File: src/hw/fpw_pkg.sv
package fpw_pkg;

  // Register indices; the host port addresses 16-bit registers directly
  localparam logic [7:0]  FPW_ADDR_LOW      = 8'h00;
  localparam logic [7:0]  FPW_ADDR_HIGH     = 8'h01;

  localparam int          FPW_WORD_W        = 26;
  localparam int          FPW_LOW_W         = 16;
  localparam int          FPW_HIGH_W        = 10;
  localparam int          FPW_OE_BIT        = 10;

  localparam logic [15:0] FPW_LOW_RST       = 16'h0000;
  localparam logic [15:0] FPW_HIGH_RST      = 16'h0000;
  localparam logic [25:0] FPW_WORD_RST      = 26'h0000000;
  localparam logic [15:0] FPW_RD_UNMAPPED   = 16'h0000;

  // Host register access, one request per cycle
  typedef struct packed {
    logic        wr;
    logic        rd;
    logic [7:0]  addr;
    logic [15:0] wdata;
  } fpw_req_t;

  // Word presented to the pulling logic
  typedef struct packed {
    logic        update;
    logic [25:0] word;
  } fpw_pull_t;

endpackage

File: src/hw/fpw_regs.sv
`timescale 1ns/1ns
module fpw_regs
  import fpw_pkg::*;
(
  // Clock and reset
  input  wire logic               i_core_clk,
  input  wire logic               i_rst_n,
  input  wire logic               i_clk_en,
  // Host register port
  input  wire fpw_pkg::fpw_req_t  i_req,
  output logic [15:0]             o_rdata,
  output logic                    o_rvalid,
  // Output enable source: high selects the pin
  input  wire logic               i_oe_pin_mode,
  input  wire logic               i_oe_pin,
  // Pulling logic side
  output fpw_pkg::fpw_pull_t      o_pull,
  output logic                    o_out_en
);
  import fpw_pkg::*;

  logic [15:0]  low_reg;
  logic [9:0]   high_reg;
  logic         soft_oe_reg;
  logic [25:0]  word_reg;
  logic         update_reg;
  logic [15:0]  rdata_reg;
  logic         rvalid_reg;
  logic         out_en_reg;

  wire          wr_low     = i_req.wr && (i_req.addr == FPW_ADDR_LOW);
  wire          wr_high    = i_req.wr && (i_req.addr == FPW_ADDR_HIGH);
  wire          oe_wr_ok   = wr_high && !i_oe_pin_mode;
  wire [9:0]    high_next  = i_req.wdata[FPW_HIGH_W-1:0];
  // Low half read from the staged copy, high half from the new write
  wire [25:0]   word_next  = {high_next, low_reg};
  wire [15:0]   high_view  = {5'h00, soft_oe_reg, high_reg};
  wire [15:0]   rd_mux     = (i_req.addr == FPW_ADDR_LOW)  ? low_reg :
                             (i_req.addr == FPW_ADDR_HIGH) ? high_view :
                             FPW_RD_UNMAPPED;
  wire          oe_next    = i_oe_pin_mode ? i_oe_pin :
                             (oe_wr_ok ? i_req.wdata[FPW_OE_BIT] : soft_oe_reg);

  always_ff @(posedge i_core_clk or negedge i_rst_n) begin
    if (!i_rst_n) begin
      low_reg     <= FPW_LOW_RST;
      high_reg    <= FPW_HIGH_RST[9:0];
      soft_oe_reg <= FPW_HIGH_RST[FPW_OE_BIT];
      word_reg    <= FPW_WORD_RST;
      update_reg  <= 1'b0;
      rdata_reg   <= FPW_RD_UNMAPPED;
      rvalid_reg  <= 1'b0;
      out_en_reg  <= 1'b0;
    end else if (i_clk_en) begin
      update_reg <= wr_high;
      rvalid_reg <= i_req.rd;
      out_en_reg <= oe_next;
      if (i_req.rd) begin
        rdata_reg <= rd_mux;
      end
      if (wr_low) begin
        low_reg <= i_req.wdata; // staged only
      end
      if (wr_high) begin
        high_reg <= high_next;
        word_reg <= word_next;
      end
      if (oe_wr_ok) begin
        soft_oe_reg <= i_req.wdata[FPW_OE_BIT];
      end
    end
  end

  assign o_rdata      = rdata_reg;
  assign o_rvalid     = rvalid_reg;
  assign o_pull.word   = word_reg;
  assign o_pull.update = update_reg;
  assign o_out_en     = out_en_reg;

  // Low-only write never moves the applied word
  low_only_a: assert property (@(posedge i_core_clk) disable iff (!i_rst_n)
    (i_clk_en && wr_low && !wr_high) |=> $stable(word_reg))
    else $error("low write changed applied word");

  high_apply_a: assert property (@(posedge i_core_clk) disable iff (!i_rst_n)
    (i_clk_en && wr_high) |=> (word_reg == {$past(i_req.wdata[9:0]), $past(low_reg)})
    && update_reg)
    else $error("high write did not apply combined word");

  word_low_a: assert property (@(posedge i_core_clk) disable iff (!i_rst_n)
    update_reg |-> word_reg[15:0] == low_reg)
    else $error("word low half differs from low register");

  word_high_a: assert property (@(posedge i_core_clk) disable iff (!i_rst_n)
    update_reg |-> word_reg[25:16] == high_reg)
    else $error("word high half differs from high register");

  pin_ignore_a: assert property (@(posedge i_core_clk) disable iff (!i_rst_n)
    (i_clk_en && i_oe_pin_mode) |=> $stable(soft_oe_reg))
    else $error("enable bit changed under pin control");

  soft_oe_a: assert property (@(posedge i_core_clk) disable iff (!i_rst_n)
    (i_clk_en && oe_wr_ok) |=> soft_oe_reg == $past(i_req.wdata[10]))
    else $error("enable bit write not taken");

  high_read_a: assert property (@(posedge i_core_clk) disable iff (!i_rst_n)
    (i_clk_en && i_req.rd && i_req.addr == FPW_ADDR_HIGH) |=>
    (o_rvalid && o_rdata[15:11] == 5'h00))
    else $error("unused high bits read nonzero");

  low_read_a: assert property (@(posedge i_core_clk) disable iff (!i_rst_n)
    (i_clk_en && i_req.rd && !i_req.wr && i_req.addr == FPW_ADDR_LOW) |=>
    o_rdata == $past(low_reg))
    else $error("low register readback wrong");

  update_pulse_a: assert property (@(posedge i_core_clk) disable iff (!i_rst_n)
    (i_clk_en && !wr_high) |=> !update_reg)
    else $error("update pulse without high write");

  // Clock enable low freezes every register
  freeze_word_a: assert property (@(posedge i_core_clk) disable iff (!i_rst_n)
    !i_clk_en |=>
    $stable(word_reg))
    else $error("applied word moved while clock enable low");

  freeze_low_a: assert property (@(posedge i_core_clk) disable iff (!i_rst_n)
    !i_clk_en |=>
    $stable(low_reg))
    else $error("low register moved while clock enable low");

  freeze_high_a: assert property (@(posedge i_core_clk) disable iff (!i_rst_n)
    !i_clk_en |=>
    $stable(high_reg))
    else $error("high register moved while clock enable low");

  freeze_oe_a: assert property (@(posedge i_core_clk) disable iff (!i_rst_n)
    !i_clk_en |=>
    $stable(soft_oe_reg))
    else $error("enable bit moved while clock enable low");

  freeze_out_a: assert property (@(posedge i_core_clk) disable iff (!i_rst_n)
    !i_clk_en |=>
    $stable(out_en_reg))
    else $error("output enable moved while clock enable low");

  freeze_read_a: assert property (@(posedge i_core_clk) disable iff (!i_rst_n)
    !i_clk_en |=>
    ($stable(rdata_reg) && $stable(rvalid_reg)))
    else $error("read port moved while clock enable low");

  freeze_update_a: assert property (@(posedge i_core_clk) disable iff (!i_rst_n)
    !i_clk_en |=>
    $stable(update_reg))
    else $error("update pulse moved while clock enable low");

  // Applied word and update pulse
  word_cause_a: assert property (@(posedge i_core_clk) disable iff (!i_rst_n)
    !$stable(word_reg) |->
    ($past(i_clk_en) && $past(wr_high)))
    else $error("applied word changed without high write");

  update_cause_a: assert property (@(posedge i_core_clk) disable iff (!i_rst_n)
    $rose(update_reg) |->
    ($past(i_clk_en) && $past(wr_high)))
    else $error("update pulse rose without high write");

  word_keep_a: assert property (@(posedge i_core_clk) disable iff (!i_rst_n)
    (i_clk_en && !wr_high) |=>
    $stable(word_reg))
    else $error("applied word changed between high writes");

  update_high_a: assert property (@(posedge i_core_clk) disable iff (!i_rst_n)
    (i_clk_en && wr_high) |=>
    o_pull.update)
    else $error("high write gave no update pulse");

  update_once_a: assert property (@(posedge i_core_clk) disable iff (!i_rst_n)
    (i_clk_en && update_reg && !wr_high) |=>
    !update_reg)
    else $error("update pulse stood too long");

  low_no_update_a: assert property (@(posedge i_core_clk) disable iff (!i_rst_n)
    (i_clk_en && wr_low) |=>
    !update_reg)
    else $error("low write gave an update pulse");

  word_hi_src_a: assert property (@(posedge i_core_clk) disable iff (!i_rst_n)
    (i_clk_en && wr_high) |=>
    (word_reg[25:16] == $past(i_req.wdata[9:0])))
    else $error("word high half not from high write");

  word_lo_src_a: assert property (@(posedge i_core_clk) disable iff (!i_rst_n)
    (i_clk_en && wr_high) |=>
    (word_reg[15:0] == $past(low_reg)))
    else $error("word low half not from staged low");

  word_sign_a: assert property (@(posedge i_core_clk) disable iff (!i_rst_n)
    update_reg |->
    (word_reg[25] == high_reg[9]))
    else $error("word sign differs from high register");

  // Register storage
  low_write_a: assert property (@(posedge i_core_clk) disable iff (!i_rst_n)
    (i_clk_en && wr_low) |=>
    (low_reg == $past(i_req.wdata)))
    else $error("low write not stored");

  high_write_a: assert property (@(posedge i_core_clk) disable iff (!i_rst_n)
    (i_clk_en && wr_high) |=>
    (high_reg == $past(i_req.wdata[9:0])))
    else $error("high write not stored");

  low_hold_a: assert property (@(posedge i_core_clk) disable iff (!i_rst_n)
    (i_clk_en && !wr_low) |=>
    $stable(low_reg))
    else $error("low register changed without write");

  high_hold_a: assert property (@(posedge i_core_clk) disable iff (!i_rst_n)
    (i_clk_en && !wr_high) |=>
    $stable(high_reg))
    else $error("high register changed without write");

  // Output enable
  oe_hold_a: assert property (@(posedge i_core_clk) disable iff (!i_rst_n)
    (i_clk_en && !oe_wr_ok) |=>
    $stable(soft_oe_reg))
    else $error("enable bit changed without a taken write");

  pin_keep_a: assert property (@(posedge i_core_clk) disable iff (!i_rst_n)
    (i_clk_en && wr_high && i_oe_pin_mode) |=>
    (soft_oe_reg == $past(soft_oe_reg)))
    else $error("pin mode high write moved enable bit");

  pin_follow_a: assert property (@(posedge i_core_clk) disable iff (!i_rst_n)
    (i_clk_en && i_oe_pin_mode) |=>
    (o_out_en == $past(i_oe_pin)))
    else $error("output enable not following pin");

  soft_follow_a: assert property (@(posedge i_core_clk) disable iff (!i_rst_n)
    (i_clk_en && !i_oe_pin_mode) |=>
    (o_out_en == soft_oe_reg))
    else $error("output enable not following enable bit");

  soft_write_a: assert property (@(posedge i_core_clk) disable iff (!i_rst_n)
    (i_clk_en && oe_wr_ok) |=>
    (o_out_en == $past(i_req.wdata[10])))
    else $error("written enable bit not driving output");

  soft_keep_a: assert property (@(posedge i_core_clk) disable iff (!i_rst_n)
    (i_clk_en && !i_oe_pin_mode && !oe_wr_ok) |=>
    (o_out_en == $past(soft_oe_reg)))
    else $error("output enable differs from stored bit");

  // Read port
  rvalid_src_a: assert property (@(posedge i_core_clk) disable iff (!i_rst_n)
    (i_clk_en && i_req.rd) |=>
    o_rvalid)
    else $error("read gave no valid pulse");

  rvalid_none_a: assert property (@(posedge i_core_clk) disable iff (!i_rst_n)
    (i_clk_en && !i_req.rd) |=>
    !o_rvalid)
    else $error("valid pulse without read");

  rvalid_pulse_a: assert property (@(posedge i_core_clk) disable iff (!i_rst_n)
    (i_clk_en && o_rvalid && !i_req.rd) |=>
    !o_rvalid)
    else $error("valid pulse stood too long");

  high_value_a: assert property (@(posedge i_core_clk) disable iff (!i_rst_n)
    (i_clk_en && i_req.rd && !i_req.wr && i_req.addr == FPW_ADDR_HIGH) |=>
    (o_rdata == {5'h00, $past(soft_oe_reg), $past(high_reg)}))
    else $error("high register readback wrong");

  unmapped_read_a: assert property (@(posedge i_core_clk) disable iff (!i_rst_n)
    (i_clk_en && i_req.rd && i_req.addr != FPW_ADDR_LOW && i_req.addr != FPW_ADDR_HIGH) |=>
    (o_rdata == FPW_RD_UNMAPPED))
    else $error("unmapped read not zero");

  rdata_hold_a: assert property (@(posedge i_core_clk) disable iff (!i_rst_n)
    (i_clk_en && !i_req.rd) |=>
    $stable(rdata_reg))
    else $error("read data changed without read");

  read_old_a: assert property (@(posedge i_core_clk) disable iff (!i_rst_n)
    (i_clk_en && i_req.rd && wr_low) |=>
    (o_rdata == $past(low_reg)))
    else $error("read with write did not return old value");

endmodule // fpw_regs

File: config.mk
export PLATFORM = sky130hd
export DESIGN_NAME = fpw_regs
export DESIGN_NICKNAME = d
export VERILOG_FILES = /design/src/hw/fpw_pkg.sv /design/src/hw/fpw_regs.sv
export SDC_FILE = /design/constraint.sdc
export NUM_CORES = 1
export LEC_CHECK = 0
export BUFFER_PORTS_ARGS = -buffer_cell sky130_fd_sc_hd__buf_4
export CORE_MARGIN = 4
export CORE_UTILIZATION = 53
export CTS_BUF_LIST = sky130_fd_sc_hd__clkbuf_4 sky130_fd_sc_hd__clkbuf_8
export DETAILED_ROUTE_END_ITERATION = 7
export PLACE_DENSITY = 0.92
export SETUP_SLACK_MARGIN = 0.1
export SLEW_MARGIN = 10
export SYNTH_ARGS = -nofsm -noshare
export SYNTH_HDL_FRONTEND = slang
export SYNTH_SLANG_ARGS = --single-unit
File: constraint.sdc
create_clock -name i_core_clk -period 1.3 [get_ports i_core_clk]
set_clock_uncertainty 0.2 [all_clocks]
set_input_delay 0.26 -clock i_core_clk [delete_from_list [all_inputs] [get_ports i_core_clk]]
set_output_delay 0.26 -clock i_core_clk [all_outputs]
set_load 0.005 [all_outputs]
==> results of run 1 <==
cells by family after synthesis:
group | Yosys count
DFF | 62
and+or+nand+nor | 25
AOI/OAI and AO/OA | 21
muxes | 43
buffers and inverters | 14
stage by stage:
| step | setup slack (ns) | std cells | hold WS (ns) |
|---|---|---|---|
| after global placement | -0.858 | 308 | -0.0256 |
| after detailed placement | -0.876 | 308 | -0.0238 |
| after floorplan | -0.790 | 165 | -0.236 |
==> results.yml, run 1 <==
clock_tree:
  clockBufferDepth: 2
  cts_hold_buf: 17
  cts.sinks: 62
  htree_levels: 3
  numCtsBuffers: 9
  post_cts_buffers: 34
  clock-root-buffer: "clkbuf_8"
  post_cts_resized: 75
logic_synthesis:
  synth_top_area_cell: "dfrtp_1"
  synth_cell_type_count: 24
  syn_inst: 165
  synth_simple_gate_area_share_pct: 6.47
  synth.avg_cell_area_um2: 15.5
  ys_seq_area_share_pct: 60.8
  synth.top_cells.by_count: "62 x dfrtp_1, 24 x mux2_2, 19 x mux2_4"
  synth_compound_area_share_pct: 7.25
  synth_top_area_share_pct: 60.8
  synth_xor_area_share_pct: 0
  ys_ff_latch: 62
  synth_top_family_by_area: "multiplexers"
  synth_area_leaders: "dfrtp_1 61%, mux2_4 11%, mux2_2 11%"
  ys_dominant_reg_cell: "dfrtp_1"
  async_flop_share_pct: 100
  synth_edf_count: 0
  yosys_warnings: 0
  syn_area_mm2: 0.00255
  yosys.cell_count.top_type: "dfrtp_1"
  synthAdderAreaFrac_pct: 0
  muxShareOfSynthArea_pct: 21.8
  syn_nets: 196
floorplan:
  fp.dieH_um: 77.4
  num_rows: 24
  die_x_um: 77.4
  top_level_ports: 76
  start_util_pct: 56.7
status:
  firstError: "[ERROR DPL-0033] detailed placement checks failed during check placement."
  status: "aborted with a tool error"
  stop_stage: "clock tree synthesis (4_1_cts)"
place:
  hpwl_um: 4240
  numPortBuffers: 75
  finalWeightedCongestion: 0.787
  post_dp_cell_area_mm2: 0.00335
==> run 2, diff against run 1 <==
--- a/config.mk
+++ b/config.mk
@@ -7,11 +7,9 @@
 export LEC_CHECK = 0
 export BUFFER_PORTS_ARGS = -buffer_cell sky130_fd_sc_hd__buf_4
 export CORE_MARGIN = 4
-export CORE_UTILIZATION = 53
-export CTS_BUF_LIST = sky130_fd_sc_hd__clkbuf_4 sky130_fd_sc_hd__clkbuf_8
+export CORE_UTILIZATION = 40
 export DETAILED_ROUTE_END_ITERATION = 7
-export PLACE_DENSITY = 0.92
-export SETUP_SLACK_MARGIN = 0.1
+export PLACE_DENSITY_LB_ADDON = 0.15
 export SLEW_MARGIN = 10
 export SYNTH_ARGS = -nofsm -noshare
 export SYNTH_HDL_FRONTEND = slang
==> run 2 against run 1 <==
  * The flow now finishes, with violations (setup timing)
  * Synthesized area unchanged
  * Synthesized cell count did not move
==> results.yml, run 2 <==
status:
  status: "finished with violations"
  violations: "setup timing"
worst_setup_path:
  crit_slowest_cell: "or4b_4"
  worstPathCellList: "buf_4 -> or4b_4 -> or3_4 -> buf_6 -> mux2_4"
  r2r_end: "o_rdata[0]"
  critPathBufInv: 2
  rr_worst_depth: 3
  worst_setup_path_end_kind: "flip-flop"
  max_stage_delay_ns: 0.52
  cp-startpoint: "i_req[19]"
  cp_max_fo: 9
  critical_path.endpoint: "word_reg[7]"
  crit_family: "simple AND/OR/NAND/NOR gates"
  critPathKind: "in -> reg"
  regToRegStartpoint: "high_reg[0]"
  rrSetupSlack_ns: -0.01
  crit_cells: 5
  arrival_ns: 1.78
  worstPathRequired_ns: 1.31
  startpoint_type: "primary input"
cells_and_area:
  nNetsFinal: 353
  area_growth_syn_to_layout_pct: 69.8
  diodes: 0
  n_fill_cell: 437
  multi_input_area_um2: 993
  final_cell_mix: "71 x buf_4, 67 x buf_6, 62 x dfrtp_1"
  final_cells: 401
  stdcell_area_mm2: 0.00434
  layout_commonest_cell: "buf_4"
  drive_above_1_share_pct: 63.8
  seqCellArea_mm2: 0.00155
global_routing:
  grt_overflow: 0
  grt_pass1_wl_um: 10900
  grt_max_degree: 63
  grt_use_total_pct: 18.7
  grt_pass1_vias: 2185
  antenna_found_initial: 0
routing:
  first_iter_violations: 112
  drc: 0
  wl_per_cell_um: 16.7
  wl_um: 6700
  postRouteAntennaNets: 0
  vias: 1961
  dr.pass1.iters: 4
  viasPerCell: 4.89
logic_synthesis:
  synth_area_leaders: "dfrtp_1 61%, mux2_4 11%, mux2_2 11%"
  yosys_warnings: 0
  synth_top_area_share_pct: 60.8
  synth_xor_area_share_pct: 0
  synth_edf_count: 0
  synth.top_cells.by_count: "62 x dfrtp_1, 24 x mux2_2, 19 x mux2_4"
  ys_ff_latch: 62
  synth_compound_area_share_pct: 7.25
  ys_seq_area_share_pct: 60.8
  ys_dominant_reg_cell: "dfrtp_1"
  synth_cell_type_count: 24
  async_flop_share_pct: 100
  syn_area_mm2: 0.00255
  syn_nets: 196
  synth_top_area_cell: "dfrtp_1"
  syn_inst: 165
  synth.avg_cell_area_um2: 15.5
  muxShareOfSynthArea_pct: 21.8
  synth_simple_gate_area_share_pct: 6.47
  synth_top_family_by_area: "multiplexers"
  synthAdderAreaFrac_pct: 0
  yosys.cell_count.top_type: "dfrtp_1"
power_and_ir_drop:
  power_frac_clock_pct: 41.8
  p_comb_share_pct: 8.8
  p_sw_share_pct: 21.4
  total_power_mw: 4.01
  switching_power_uw: 857
  power_density_mw_per_mm2: 925
  power_leakage_nw: 2.30
  seqPwrFrac_pct: 49.4
  p_int_mw: 3.15
  ir_worst_vdd_mv: 0.513
timing:
  finalHoldViolCount: 0
  tns_ns: -19.32
  period_needed_ns: 1.77
  slew_headroom_pct: 78.2
  fmax_mhz: 564
  finalSetupViolCount: 80
  fin_ws_ns: -0.472
  maxSlewViolCount: 0
  rsz0062_at_grt: "true"
  fin_crit_sh_pct: 136
  tightest_slew_ns: 0.327
clock_tree:
  numCtsBuffers: 9
  htree_levels: 3
  clock-root-buffer: "clkbuf_8"
  clkTransAtPathRegs_ns: 0.07
  cts.sinks: 62
  clock_latency_ns: 0.32
  cts_tree: "done"
  clockBufferDepth: 2
floorplan:
  die_x_um: 87.9
  core_area_mm2: 0.00606
  fp.dieH_um: 87.9
  start_util_pct: 42.1
  top_level_ports: 76
  num_rows: 28
  dieArea_mm2: 0.00773
place:
  post_dp_cell_area_mm2: 0.00340
  hpwl_um: 4180
  finalWeightedCongestion: 0.723
  post-place-cells: 334
  numPortBuffers: 75
worst_hold_path:
  min_path_type: "in -> reg"
run:
  maxCapViolations: 0
==> run 2: layout make-up <==
| class | count | share of cell area, % |
|---|---|---|
| Multi-Input combinational cell | 89 | 22.9 |
| Clock buffer | 12 | 3.58 |
| Inverter | 4 | 0.346 |
| Timing Repair Buffer | 156 | 34.2 |
| Tap cell | 75 | 2.16 |
| Clock inverter | 3 | 1.01 |
| Sequential cell | 62 | 35.8 |
==> run 2: timing repair <==
item / CTS / global route
endpoints found under the setup margin: 101 / 106
setup buffers: 26 / 11
hold buffers: 16 / 0
gates resized for setup: 74 / 7
gates cloned: 1 / 0
hold endpoints to repair: 87 / 0
pin swaps: 7 / 4
==> run 2: kinds of logic (layout without fill, tap and decap cells) <==
kind of cell           Yosys count  after routing
AOI/OAI and AO/OA               21             21
muxes                           43             43
and+or+nand+nor                 25             25
DFF                             62             62
buffers and inverters           14            175
==> run 2: worst min-delay path by stage <==
stage / depth (start not counted) / endpoint / slack [ns] / startpoint
after floorplan: 0 / high_reg[0] / -0.24 / i_rst_n
after global placement: 2 / low_reg[13] / 0.08 / i_rst_n
after CTS: 3 / soft_oe_reg / 0.07 / i_req[10]
after global routing: 3 / soft_oe_reg / 0.08 / i_req[10]
final: 3 / low_reg[10] / 0.09 / i_req[10]
after detailed placement: 2 / o_rdata[12] / 0.08 / i_rst_n
==> run 2: tightest hold or removal path, stage by stage <==
cell and delay (ns):
buf_4 0.09, buf_4 0.10, mux2_4 0.13
==> run 2: power groups by stage <==
stage | Combinational (mW) | Sequential [mW] | Clock, mW
6_report | 0.352 | 1.98 | 1.68
5_1_grt | 0.383 | 1.98 | 1.83
4_1_cts | 0.345 | 1.98 | 1.72
3_5_place_dp | 0.264 | 2.02 | 0
3_3_place_gp | 0.261 | 2.02 | 0
2_1_floorplan | 0.0524 | 2.01 | 0
==> run 2: routing by layer <==
layer / wire, um / up-vias / GRT usage [%] / part of all wire, %
li1: - / 918 / - / -
met1: 2890 / 983 / 24.5 / 43
met2: 3380 / 56 / 30.1 / 50
met3: 382 / 4 / 5.64 / 5.7
met4: 42 / 0 / 5.30 / 0.63
met5: 0 / - / 0 / 0
==> run 2: per-stage QoR <==
step	hold slack [ns]	setup WS, ns	util [%]
after detailed placement	0.0771	-0.975	56.2
final	0.0900	-0.472	71.5
after CTS	0.0700	-0.466	70.0
after global routing	0.0832	-0.472	71.5
after floorplan	-0.236	-0.790	-
after global placement	0.0798	-0.963	56.2
Power figures use the tool's default switching activity.
